[config.mk]
export PLATFORM = sky130hd
export DESIGN_NAME = fplt_top
export DESIGN_NICKNAME = d
export VERILOG_FILES = /design/src/core/fplt_pkg.sv /design/src/core/fplt_strobe.sv /design/src/core/fplt_top.sv
export SDC_FILE = /design/constraint.sdc
export NUM_CORES = 1
export LEC_CHECK = 0
export CORE_MARGIN = 8
export CORE_UTILIZATION = 60
export CTS_CLUSTER_SIZE = 25
export DETAILED_ROUTE_END_ITERATION = 12
export DONT_BUFFER_PORTS = 1
export PLACE_DENSITY = 0.78
export SLEW_MARGIN = 0
export SYNTH_ARGS = -nofsm -noshare
export SYNTH_HDL_FRONTEND = slang
export SYNTH_SLANG_ARGS = --single-unit
[constraint.sdc]
create_clock -name clk -period 1.4 [get_ports clk]
set_input_delay 0.28 -clock clk [delete_from_list [all_inputs] [get_ports clk]]
set_output_delay 0.28 -clock clk [all_outputs]
set_load 0.02 [all_outputs]
[src/core/fplt_pkg.sv]
package fplt_pkg;
  // Special-function register addresses.
  localparam logic [7:0] ADDR_TIMING_SCALE = 8'hb6;
  localparam logic [7:0] ADDR_UNLOCK_KEY = 8'hb7;
  localparam logic [7:0] ADDR_CACHE_CONTROL = 8'he3;
  // Key values.
  localparam logic [7:0] KEY_FIRST = 8'ha5;
  localparam logic [7:0] KEY_SECOND = 8'hf1;
  // Field positions.
  localparam int BIT_READ_STRETCH = 4;
  localparam int BIT_EXT_TIMING = 1;
  localparam int BIT_PREFETCH = 5;
  localparam int BIT_PAIRED = 0;
  // Values after reset.
  localparam logic [7:0] RST_TIMING_SCALE = 8'h00;
  localparam logic [7:0] RST_CACHE_CONTROL = 8'h20;
  // Writable bit masks.
  localparam logic [7:0] MASK_TIMING_SCALE = 8'h12;
  localparam logic [7:0] MASK_CACHE_CONTROL = 8'h21;
  // Read strobe lengths in cycles.
  localparam logic [1:0] STROBE_SHORT = 2'h1;
  localparam logic [1:0] STROBE_LONG = 2'h2;
  // Lock states, binary order along the usual path; codes are the read value.
  typedef enum logic [1:0] {
    FPLT_LOCKED = 2'h0,
    FPLT_FIRST = 2'h1,
    FPLT_OPEN = 2'h2,
    FPLT_DEAD = 2'h3
  } fplt_lock_e;
endpackage

[src/core/fplt_strobe.sv]
module fplt_strobe (
  // Clock and reset.
  input wire logic clk,
  input wire logic rstn,
  // Read request and length select.
  input wire logic rd_req,
  input wire logic stretch,
  // Strobe to the array.
  output logic rd_strobe,
  output logic rd_done
);
  logic [1:0] cnt_r;
  logic [1:0] cnt_nxt;
  logic done_r;
  logic done_nxt;

  // Loads the strobe length on a request and counts it down.
  always_comb begin
    cnt_nxt = cnt_r;
    done_nxt = 1'b0;
    if (cnt_r != 2'h0) begin
      cnt_nxt = cnt_r - 2'h1;
      done_nxt = (cnt_r == 2'h1);
    end else if (rd_req) begin
      cnt_nxt = stretch ? fplt_pkg::STROBE_LONG : fplt_pkg::STROBE_SHORT;
    end
  end

  // Registers the counter.
  always_ff @(posedge clk) begin
    if (!rstn) begin
      cnt_r <= 2'h0;
      done_r <= 1'b0;
    end else begin
      cnt_r <= cnt_nxt;
      done_r <= done_nxt;
    end
  end

  // The strobe is high while the counter runs.
  assign rd_strobe = (cnt_r != 2'h0);
  assign rd_done = done_r;
endmodule

[src/core/fplt_top.sv]
// Behaviour
// - Key A5 then F1 unlocks flash changes.
// - Permission withdrawn after one write or erase.
// - Wrong key write locks until reset.
// - Attempt while locked is suppressed, locks hard.
// - Key read returns lock state low bits.
// - Read strobe one or two clocks.
// - Timing bit picks short or extended timing.
// - Paired-write bit groups bytes in twos.
// - Prefetch bit switches prefetch engine.
module fplt_top (
  // Clock and reset.
  input wire logic clk,
  input wire logic rstn,
  // Special-function register port.
  input wire logic [7:0] sfr_addr,
  input wire logic sfr_wr,
  input wire logic [7:0] sfr_wdata,
  input wire logic sfr_rd,
  output logic [7:0] sfr_rdata,
  // Flash operation requests from the core.
  input wire logic op_req,
  input wire logic op_erase,
  input wire logic op_busy,
  input wire logic rd_req,
  // Flash controller outputs.
  output logic op_start,
  output logic op_start_erase,
  output logic op_suppressed,
  output logic rd_strobe,
  output logic rd_done,
  output logic extended_program_timing,
  output logic prefetch_enable,
  output logic paired_byte_write,
  output logic pair_commit,
  output logic [1:0] lock_state
);
  fplt_pkg::fplt_lock_e lock_r;
  fplt_pkg::fplt_lock_e lock_nxt;
  logic [7:0] scale_r;
  logic [7:0] scale_nxt;
  logic [7:0] cache_r;
  logic [7:0] cache_nxt;
  logic [7:0] rdata_r;
  logic [7:0] rdata_nxt;
  logic busy_seen_r;
  logic busy_seen_nxt;
  logic pend_r;
  logic pend_nxt;
  logic start_r;
  logic start_nxt;
  logic erase_r;
  logic erase_nxt;
  logic supp_r;
  logic supp_nxt;
  logic pair_r;
  logic pair_nxt;
  logic key_wr;

  // Compares a port address with one register address, for writes and reads.
  function automatic logic hit(input logic [7:0] a, input logic [7:0] b);
    return a == b;
  endfunction

  assign key_wr = sfr_wr && hit(sfr_addr, fplt_pkg::ADDR_UNLOCK_KEY);

  // Lock state machine and operation gating.
  always_comb begin
    lock_nxt = lock_r;
    busy_seen_nxt = busy_seen_r;
    pend_nxt = pend_r;
    start_nxt = 1'b0;
    erase_nxt = erase_r;
    supp_nxt = 1'b0;
    pair_nxt = 1'b0;
    unique case (lock_r)
      fplt_pkg::FPLT_LOCKED: begin
        if (key_wr) begin
          if (sfr_wdata == fplt_pkg::KEY_FIRST) begin
            lock_nxt = fplt_pkg::FPLT_FIRST;
          end else begin
            lock_nxt = fplt_pkg::FPLT_DEAD;
          end
        end
      end
      fplt_pkg::FPLT_FIRST: begin
        if (key_wr) begin
          if (sfr_wdata == fplt_pkg::KEY_SECOND) begin
            lock_nxt = fplt_pkg::FPLT_OPEN;
          end else begin
            lock_nxt = fplt_pkg::FPLT_DEAD;
          end
        end
      end
      fplt_pkg::FPLT_OPEN: begin
        if (key_wr) begin
          lock_nxt = fplt_pkg::FPLT_DEAD;
        end
      end
      fplt_pkg::FPLT_DEAD: begin
        lock_nxt = fplt_pkg::FPLT_DEAD;
      end
    endcase
    // A request while not open is dropped and locks hard.
    if (op_req && !pend_r) begin
      if (lock_r == fplt_pkg::FPLT_OPEN && !key_wr) begin
        if (op_erase || !cache_r[fplt_pkg::BIT_PAIRED] || pair_r) begin
          start_nxt = 1'b1;
          erase_nxt = op_erase;
          pend_nxt = 1'b1;
          busy_seen_nxt = 1'b0;
        end else begin
          pair_nxt = 1'b1;
        end
      end else begin
        supp_nxt = 1'b1;
        lock_nxt = fplt_pkg::FPLT_DEAD;
      end
    end else if (pair_r) begin
      pair_nxt = 1'b1;
    end
    // Relock after the started operation has run to completion.
    if (pend_r) begin
      if (op_busy) begin
        busy_seen_nxt = 1'b1;
      end else if (busy_seen_r) begin
        pend_nxt = 1'b0;
        if (lock_nxt == fplt_pkg::FPLT_OPEN) begin
          lock_nxt = fplt_pkg::FPLT_LOCKED;
        end
      end
    end
  end

  // Control registers and read data.
  always_comb begin
    scale_nxt = scale_r;
    cache_nxt = cache_r;
    rdata_nxt = rdata_r;
    if (sfr_wr && hit(sfr_addr, fplt_pkg::ADDR_TIMING_SCALE)) begin
      scale_nxt = sfr_wdata & fplt_pkg::MASK_TIMING_SCALE;
    end
    if (sfr_wr && hit(sfr_addr, fplt_pkg::ADDR_CACHE_CONTROL)) begin
      cache_nxt = sfr_wdata & fplt_pkg::MASK_CACHE_CONTROL;
    end
    if (sfr_rd) begin
      if (hit(sfr_addr, fplt_pkg::ADDR_UNLOCK_KEY)) begin
        rdata_nxt = {6'h00, lock_r};
      end else if (hit(sfr_addr, fplt_pkg::ADDR_TIMING_SCALE)) begin
        rdata_nxt = scale_r;
      end else if (hit(sfr_addr, fplt_pkg::ADDR_CACHE_CONTROL)) begin
        rdata_nxt = cache_r;
      end else begin
        rdata_nxt = 8'h00;
      end
    end
  end

  // Registers all state.
  always_ff @(posedge clk) begin
    if (!rstn) begin
      lock_r <= fplt_pkg::FPLT_LOCKED;
      scale_r <= fplt_pkg::RST_TIMING_SCALE;
      cache_r <= fplt_pkg::RST_CACHE_CONTROL;
      rdata_r <= 8'h00;
      busy_seen_r <= 1'b0;
      pend_r <= 1'b0;
      start_r <= 1'b0;
      erase_r <= 1'b0;
      supp_r <= 1'b0;
      pair_r <= 1'b0;
    end else begin
      lock_r <= lock_nxt;
      scale_r <= scale_nxt;
      cache_r <= cache_nxt;
      rdata_r <= rdata_nxt;
      busy_seen_r <= busy_seen_nxt;
      pend_r <= pend_nxt;
      start_r <= start_nxt;
      erase_r <= erase_nxt;
      supp_r <= supp_nxt;
      pair_r <= pair_nxt;
    end
  end

  // Read strobe generator.
  fplt_strobe u_strobe (
    .clk(clk),
    .rstn(rstn),
    .rd_req(rd_req),
    .stretch(scale_r[fplt_pkg::BIT_READ_STRETCH]),
    .rd_strobe(rd_strobe),
    .rd_done(rd_done)
  );

  // Outputs from registers.
  assign sfr_rdata = rdata_r;
  assign op_start = start_r;
  assign op_start_erase = start_r && erase_r;
  assign op_suppressed = supp_r;
  assign extended_program_timing = scale_r[fplt_pkg::BIT_EXT_TIMING];
  assign prefetch_enable = cache_r[fplt_pkg::BIT_PREFETCH];
  assign paired_byte_write = cache_r[fplt_pkg::BIT_PAIRED];
  assign pair_commit = pair_r;
  assign lock_state = lock_r;
endmodule

==> results of run 1 <==
==> timing repair <==
action	CTS	global route
setup endpoints to repair	0	2
gates resized for setup	0	2
setup buffers	0	0
==> worst max path at each step <==
stage,to,from,slack (ns)
floorplan,lock_state[1],sfr_wdata[3],0.15
global placement,lock_state[1],sfr_wdata[3],0.12
detailed placement,lock_state[1],sfr_wdata[3],0.07
CTS,op_start_erase,op_start,0.05
global route,op_start_erase,op_start,0.04
finish,op_start_erase,op_start,0.11
==> sequential cells by signal (all words and copies together) (netlist names), 2 cells and up <==
register / count
cache_r: 2
lock_state: 2
scale_r: 2
sfr_rdata: 4
u_strobe.cnt_r: 2
==> power by group through the flow <==
stage | logic, mW | registers (mW) | clock network (mW)
after floorplan | 0.0947 | 0.592 | 0
after global placement | 0.112 | 0.586 | 0
after detailed placement | 0.115 | 0.588 | 0
after CTS | 0.116 | 0.575 | 0.275
after global routing | 0.126 | 0.579 | 0.304
final | 0.117 | 0.576 | 0.268
==> cells by family (layout without fill, tap and decap cells) <==
family | after synthesis | in the layout
compound gates | 18 | 18
buf+inv | 12 | 16
flops | 19 | 19
simple gates | 46 | 46
other cells | 1 | 4
mux | 5 | 5
==> synthesized netlist by cell type (3+ instances only) <==
cell type | instances | area [um^2]
a21oi_1 | 4 | 20.0
a2bb2oi_1 | 3 | 26.3
buf_4 | 4 | 30.0
dfxtp_1 | 19 | 380
inv_1 | 6 | 22.5
mux2i_1 | 5 | 50.1
nand2_1 | 9 | 33.8
nand3_1 | 5 | 25.0
nor2_1 | 6 | 22.5
==> final cells by class <==
| type | instances | share of cell area |
|---|---|---|
| Sequential cell | 19 | 0.365 |
| Inverter | 6 | 0.0216 |
| Multi-Input combinational cell | 73 | 0.525 |
| Tap cell | 16 | 0.0192 |
| Timing Repair Buffer | 6 | 0.0433 |
| Clock buffer | 4 | 0.0252 |
==> routing by layer <==
metal	routed length [um]	vias up
li1	-	370
met1	884	355
met2	1180	32
met3	227	4
met4	36	0
met5	0	-
==> through the flow <==
| step | std cells | instance area (um^2) | setup WS (ns) |
|---|---|---|---|
| floorplan | 104 | 980 | 0.154 |
| global placement | 120 | 1010 | 0.123 |
| detailed placement | 120 | 1010 | 0.0736 |
| CTS | 124 | 1030 | 0.0463 |
| global route | 124 | 1040 | 0.0438 |
| finish | 124 | 1040 | 0.109 |
==> results.tsv, run 1 <==
stage	metric	value	unit
run_status	outcome	complete, no violations	
sta	min cycle time layout	1.29	ns
clock_tree	clk sinks	19	
layout	layout cells sized above 1	0.185	
setup_path	FF-to-FF path depth	5	
power	Gate power share	0.122	
sta	RSZ-0062 raised after global routing	false	
global_route	gr ovfl total	0	
clock_tree	Hold Buf Count CTS	0	
power	Power, Total	0.960	mW
layout	commonest non-fill, non-tap cells in the layout	dfxtp_1 (19), nand2_1 (9), nor2_1 (6), inv_1 (6), buf_4 (6)	
sta	Final Skew	0.00145	ns
setup_path	Worst path depth	1	
floorplan	num rows	14	
power	total internal power	0.717	mW
logic_synthesis	Post-synth EDFFs	0	
worst_hold_path	HP Class	in -> reg	
logic_synthesis	Post-Syn Instances	101	
layout	# fillers	135	
worst_hold_path	Worst Hold Launch	rstn	
clock_tree	CTS tree	done	
flow_run	Max Cap Violations	0	
logic_synthesis	Unique masters post-synth	39	
clock_tree	Clk Latency, worst-skew pair	0.29	ns
route	routed len/inst	18.8	um
layout	diodes inserted	0	
logic_synthesis	synthesized flop and latch total	19	
logic_synthesis	Top FF cell, synth	dfxtp_1	
logic_synthesis	largest family of logic cells by synthesized area	simple AND/OR/NAND/NOR gates	
setup_path	CP peak stage delay	0.46	ns
route	DRT Wirelength	2330	um
global_route	vias in the first global route	824	
sta	final slew viol count	0	
power	net switching power figure	0.244	mW
floorplan	die area	3160	um^2
route	number of DRC markers in iteration 0	19	
setup_path	worst path cell trace	and2_2	
setup_path	RR Startpoint	lock_state[0]	
power	leak pwr	0.405	nW
clock_tree	clock slew at reported path FFs	0.10	ns
logic_synthesis	post-synthesis async set-or-reset flop share	0	
place	hpwl dp	1920	um
layout	most common cell after layout, fill and taps aside	dfxtp_1	
global_route	gr usage total	0.150	
sta	fin crit share	0.922	
sta	max frequency	774	MHz
setup_path	Critical path buffers and inverters	0	
setup_path	Req. time, crit path	1.12	ns
power	Worst VDD drop	559	uV
route	Vias	761	
power	register share of total power	0.599	
global_route	M1 GR Usage	0.157	
logic_synthesis	post-synthesis mux area share	0.0517	
global_route	grt met2 use	0.246	
global_route	pin count of the biggest net entering global routing	13	
route	via/cell ratio	6.14	
logic_synthesis	adder-cell area share of the yosys netlist	0	
clock_tree	Clock H-tree levels	1	
layout	Layout area overhead	7.49	%
sta	final setup violation count	0	
layout	area of the multi-input gates	547	um^2
logic_synthesis	Mapped Avg Cell Area	9.59	um^2
power	pwr/cell area	922	nW/um^2
layout	Final Core Density	0.691	
clock_tree	CTS max path bufs	2	
place	routability cong.	0.777	
logic_synthesis	Yosys warning total	0	
place	IO Port Bufs	0	
sta	final hold vios	0	
floorplan	die width	56.2	um
logic_synthesis	synthesized area	968	um^2
route	Residual DRC	0	
layout	sequential cell area	380	um^2
setup_path	Crit path max-delay family	flip-flops	
worst_hold_path	Hold Path Stages	1	
sta	hold slack	0.0483	ns
setup_path	Critical R2R Capture	erase_r	
setup_path	Crit Path Category	reg -> out	
setup_path	Slowest-stage cell, CP	dfxtp_1	
setup_path	WP data arrival	1.01	ns
floorplan	I/O pins	43	
route	remaining antenna violation count	0	
floorplan	Starting Density	0.643	
setup_path	Worst setup SP type	register	
power	switch share	0.254	
global_route	first-pass GRT wire length	3930	um
power	Clk pwr share	0.279	
clock_tree	total CTS buffers	3	
setup_path	r2r setup slk	0.16	ns
setup_path	crit path max fanout	2	
worst_hold_path	hold endpoint	cache_r[5]	
global_route	initial antenna violation count	0	
logic_synthesis	Simple-Gate Fraction of Synth Area	0.340	
logic_synthesis	Synth Area in XOR/XNOR	0	
layout	nets	133	
floorplan	total core area	1510	um^2
floorplan	Die Ht	56.2	um
sta	total negative slack	0	ns
clock_tree	root buf cell	clkbuf_4	
logic_synthesis	Synth Area in Compound Gates	0.150	
global_route	gr busiest metal	met2	
global_route	met3 GRT Util	0.0753	
setup_path	crit path capture type	output pin	
route	first-pass detailed-route iteration total	4	
logic_synthesis	sequential share of the synthesized area	0.393	
Note: power is estimated with default switching activity, not from simulation.
==> run 2, diff against run 1 <==
GPL_TIMING_DRIVEN = 0   (was default)
==> run 2 against run 1 <==
Against the previous run: combinational power is 6% lower; register-to-register slack worse by 0.08 ns; global-route usage fell by 2.4 points; critical endpoint is now sfr_rdata[1]; routed wire length down 7.0%.
==> results.tsv, run 2 (synthesis results as in run 1) <==
stage	metric	value	unit	change
run_status	outcome	complete, no violations		
floorplan	Die Ht	56.2	um	unchanged
sta	total negative slack	0	ns	unchanged
sta	Setup WS post-layout	0.0750	ns	-0.0336 ns
layout	Layout area overhead	7.24	%	
setup_path	Req. time, crit path	1.63	ns	+0.51 ns
global_route	first-pass GRT wire length	3300	um	-16%
worst_hold_path	HP Class	in -> reg		
clock_tree	root buf cell	clkbuf_4		
global_route	initial antenna violation count	0		unchanged
floorplan	I/O pins	43		unchanged
floorplan	Starting Density	0.643		unchanged
flow_run	Max Cap Violations	0		unchanged
clock_tree	clock slew at reported path FFs	0.10	ns	about the same
clock_tree	Clock H-tree levels	1		unchanged
layout	most common cell after layout, fill and taps aside	dfxtp_1		
sta	fin crit share	0.946		+0.0240
global_route	vias in the first global route	706		-14%
power	Worst VDD drop	597	uV	+6.9%
layout	nets	133		unchanged
floorplan	die area	3160	um^2	unchanged
layout	max reg flops	4		unchanged
power	pwr/cell area	932	nW/um^2	+1.0%
floorplan	num rows	14		unchanged
layout	commonest non-fill, non-tap cells in the layout	dfxtp_1 (19), nand2_1 (9), nor2_1 (6), inv_1 (6)		
layout	layout cells sized above 1	0.167		-0.0185
route	Residual DRC	0		unchanged
sta	min cycle time layout	1.32	ns	+0.0336 ns
global_route	gr ovfl total	0		unchanged
place	routability cong.	0.842		+8.3%
route	number of DRC markers in iteration 0	19		unchanged
power	leak pwr	0.398	nW	-1.8%
clock_tree	clk sinks	19		unchanged
global_route	gr usage total	0.125		-0.0245
layout	area of the multi-input gates	552	um^2	+0.92%
floorplan	total core area	1510	um^2	unchanged
clock_tree	Hold Buf Count CTS	0		unchanged
clock_tree	CTS max path bufs	2		unchanged
sta	final slew viol count	0		unchanged
setup_path	WP data arrival	1.55	ns	+0.54 ns
clock_tree	total CTS buffers	3		unchanged
layout	post-route design area	1040	um^2	-0.24%
route	routed len/inst	17.5	um	-7.0%
sta	Worst Max-Slew Pin Slew	0.502	ns	
clock_tree	Clk Latency, worst-skew pair	0.29	ns	about the same
layout	Final Core Density	0.689		-0.00166
layout	diodes inserted	0		unchanged
sta	hold slack	0.112	ns	+0.0636 ns
clock_tree	CTS tree	done		
global_route	pin count of the biggest net entering global routing	11		-2
sta	final setup violation count	0		unchanged
setup_path	crit path capture type	register		
layout	sequential cell area	380	um^2	unchanged
sta	Final Skew	0.000859	ns	-0.000595 ns
route	via/cell ratio	6.28		+2.4%
setup_path	Crit Path Category	reg -> reg		
layout	# fillers	120		-11%
place	area of placed instances	1000	um^2	-0.75%
route	DRT Wirelength	2170	um	-7.0%
place	IO Port Bufs	0		unchanged
place	dpl ws	0.0414	ns	-0.0321 ns
floorplan	die width	56.2	um	unchanged
route	remaining antenna violation count	0		unchanged
place	hpwl dp	1750	um	-9.1%
route	Vias	779		+2.4%
sta	final hold vios	0		unchanged
sta	max frequency	755	MHz	-2.5%
route	first-pass detailed-route iteration total	4		unchanged
sta	RSZ-0062 raised after global routing	false		
setup_path	crit path max fanout	6		+4
setup_path	Worst setup SP type	register		
sta	Worst slew margin	0.666		
run 2: cell count changes in the layout (fill, tap and decap cells not counted):
cell,delta
buf_4,-2
nor3b_2,+1
and2_1,+1
nor4b_1,+1
o41ai_1,-1
o41ai_2,+1
nor3b_1,-1
and2_2,-1
nor4b_2,-1
clkbuf_1,+2
run 2: layer usage:
layer	GRT usage	up-vias	share of wire
li1	-	372	-
met1	0.134	354	0.38
met2	0.201	49	0.47
met3	0.0708	4	0.13
met4	0.0412	0	0.0097
met5	0	-	0
run 2: timing repair:
item                                   in CTS  in global routing
setup endpoints to repair                   0                  2
endpoints found under the hold margin       0                  0
resized for setup                           0                  2
setup buffers                               0                  0
run 2: final timing paths:
| path | startpoint | endpoint | slack, ns | cells past startpoint |
|---|---|---|---|---|
| worst max-delay path | lock_state[1] | sfr_rdata[1] | 0.08 | 3 |
| worst min-delay path | sfr_wdata[5] | cache_r[5] | 0.11 | 2 |
| worst max register to register | lock_state[1] | sfr_rdata[1] | 0.08 | 3 |
| worst min register to register | erase_r | erase_r | 0.47 | 2 |
run 2: area by class of cell:
class / instances / share of cell area
inverter: 6 / 0.0217
sequential: 19 / 0.366
multi-input combinational: 73 / 0.531
buffer: 6 / 0.0361
tap: 16 / 0.0193
clock buffer: 4 / 0.0253
run 2: through the flow:
stage	cells	power (mW)
finish	124	0.968
global route	124	1.01
CTS	124	0.972
detailed placement	120	0.704
global placement	120	0.701
floorplan	104	0.686
run 2: power by group:
group	total, mW	switching (mW)	internal (mW)
registers	0.584	0.0274	0.556
logic	0.110	0.0623	0.0481
clock network	0.274	0.163	0.111
run 2: worst max-delay path, stage by stage, from the launching register on:
cell and delay [ns]:
dfxtp_1 0.62, mux2i_1 0.14, or3_1 0.36, a21oi_1 0.14
==> run 3, diff against run 2 <==
CORE_MARGIN = default   (was 8)
==> run 3 against run 2 <==
Against the previous run: combinational power is essentially flat; non-clock buffer count is the same; largest power group unchanged; critical path type is now reg -> out; final area grew 0.72%; sequential share of layout area shrank 0.14 points.
==> results.tsv, run 3 (synthesis results as in run 1) <==
stage	metric	value	unit	change
setup_path	Worst path depth	1		-2
setup_path	FF-to-FF path depth	3		unchanged
route	remaining antenna violation count	0		unchanged
power	Power, Total	0.962	mW	-0.62%
global_route	pin count of the biggest net entering global routing	11		unchanged
place	dpl cells	120		unchanged
clock_tree	clock slew at reported path FFs	0.10	ns	about the same
route	Residual DRC	0		unchanged
clock_tree	Clk Latency, worst-skew pair	0.29	ns	about the same
setup_path	Worst setup SP type	register		
place	IO Port Bufs	0		unchanged
setup_path	crit path from	op_start		
layout	Layout area overhead	8.01	%	
floorplan	total core area	1510	um^2	unchanged
clock_tree	clk sinks	19		unchanged
floorplan	Starting Density	0.643		unchanged
route	routed len/inst	15.4	um	-12%
clock_tree	Clock H-tree levels	1		unchanged
setup_path	crit path max fanout	2		-4
sta	fin crit share	0.921		-0.0253
layout	layout cells sized above 1	0.185		+0.0185
route	first-pass detailed-route iteration total	4		unchanged
sta	total negative slack	0	ns	unchanged
global_route	gr ovfl total	0		unchanged
floorplan	die width	42.2	um	-25%
clock_tree	total CTS buffers	3		unchanged
place	hpwl dp	1490	um	-15%
sta	max frequency	775	MHz	+2.7%
layout	# fillers	127		+5.8%
sta	final slew viol count	0		unchanged
setup_path	Req. time, crit path	1.12	ns	-0.51 ns
setup_path	WP data arrival	1.01	ns	-0.54 ns
floorplan	num rows	14		unchanged
flow_run	Max Cap Violations	0		unchanged
setup_path	Slowest-stage cell, CP	dfxtp_1		
layout	most common cell after layout, fill and taps aside	dfxtp_1		
layout	Layout Cells excl Fill	124		unchanged
sta	min cycle time layout	1.29	ns	-0.0355 ns
layout	max reg flops	4		unchanged
setup_path	r2r setup slk	0.12	ns	+0.04 ns
setup_path	worst path cell trace	and2_1		
clock_tree	root buf cell	clkbuf_4		
clock_tree	CTS max path bufs	2		unchanged
worst_hold_path	HP Class	in -> reg		
global_route	initial antenna violation count	0		unchanged
sta	Final Skew	0.00310	ns	+0.00224 ns
layout	nets	133		unchanged
floorplan	I/O pins	43		unchanged
setup_path	CP endpoint	op_start_erase		
power	leak pwr	0.400	nW	+0.46%
sta	RSZ-0062 raised after global routing	false		
clock_tree	Hold Buf Count CTS	0		unchanged
sta	final setup violation count	0		unchanged
setup_path	CP peak stage delay	0.45	ns	-0.17 ns
run_status	outcome	complete, no violations		
sta	hold slack	0.121	ns	+0.00898 ns
global_route	first-pass GRT wire length	3220	um	-2.5%
place	routability cong.	0.810		-3.8%
clock_tree	postcts setup bufs	0		unchanged
route	Vias	771		-1.0%
setup_path	RR Startpoint	lock_state[1]		
setup_path	Critical path buffers and inverters	0		unchanged
global_route	gr usage total	0.233		+0.108
route	via/cell ratio	6.22		-1.0%
power	pwr/cell area	919	nW/um^2	-1.3%
sta	final hold vios	0		unchanged
setup_path	Crit path max-delay family	flip-flops		
global_route	vias in the first global route	755		+6.9%
route	DRT Wirelength	1910	um	-12%
setup_path	Crit Path Category	reg -> out		
layout	diodes inserted	0		unchanged
layout	commonest non-fill, non-tap cells in the layout	dfxtp_1 (18), nand2_1 (9), nor2_1 (6), inv_1 (6)		
setup_path	crit path capture type	output pin		
floorplan	die area	1780	um^2	-44%
power	Worst VDD drop	689	uV	+15%
clock_tree	CTS tree	done		
floorplan	Die Ht	42.2	um	-25%
route	number of DRC markers in iteration 0	19		unchanged
setup_path	Critical R2R Capture	sfr_rdata[1]		
-- run 3: cell types whose count changed in the layout (fill, tap and decap cells not counted) --
cell / delta
dfxtp_1: -1
dfxtp_2: +1
nor4b_1: -1
nor4b_2: +1
-- run 3: metal layers --
layer / vias to the layer above / share of wire / routed length, um / track usage
met4: 0 / 0.018 / 34 / 0.100
met1: 356 / 0.41 / 787 / 0.286
li1: 374 / - / - / -
met5: - / 0 / 0 / 0
met2: 36 / 0.47 / 894 / 0.375
met3: 5 / 0.10 / 190 / 0.0733
-- run 3: final cells by class --
type / count / area [um^2] / area share
Multi-Input combinational cell: 73 / 558 / 0.533
Inverter: 6 / 22.5 / 0.0215
Clock buffer: 4 / 26.3 / 0.0251
Buffer: 6 / 37.5 / 0.0359
Sequential cell: 19 / 382 / 0.365
Tap cell: 16 / 20.0 / 0.0191
-- run 3: what timing repair did --
item | 4_1_cts | 5_1_grt
gates resized for setup | 0 | 4
hold endpoints to repair | 0 | 0
setup endpoints to repair | 0 | 3
-- run 3: metrics by stage --
stage | utilization | instance area, um^2 | worst slack [ns]
final | 0.694 | 1050 | 0.111
after global routing | 0.694 | 1050 | 0.0164
after CTS | 0.681 | 1030 | 0.0390
after detailed placement | 0.664 | 1000 | 0.0407
after global placement | 0.664 | 1000 | 0.0674
after floorplan | - | 980 | 0.154
-- run 3: worst min-delay path by stage --
stage,start,endpoint,cells past startpoint,slack [ns]
after floorplan,sfr_wdata[5],cache_r[5],2,0.41
after global placement,sfr_wdata[5],cache_r[5],2,0.42
after detailed placement,sfr_wdata[5],cache_r[5],2,0.43
after CTS,sfr_wdata[5],cache_r[5],2,0.12
after global routing,sfr_wdata[1],scale_r[1],2,0.13
final,sfr_wdata[5],cache_r[5],2,0.12
-- run 3: report_power, final --
group	internal (mW)	switching, mW
logic	0.0488	0.0631
registers	0.557	0.0272
clock network	0.111	0.155
total	0.716	0.245
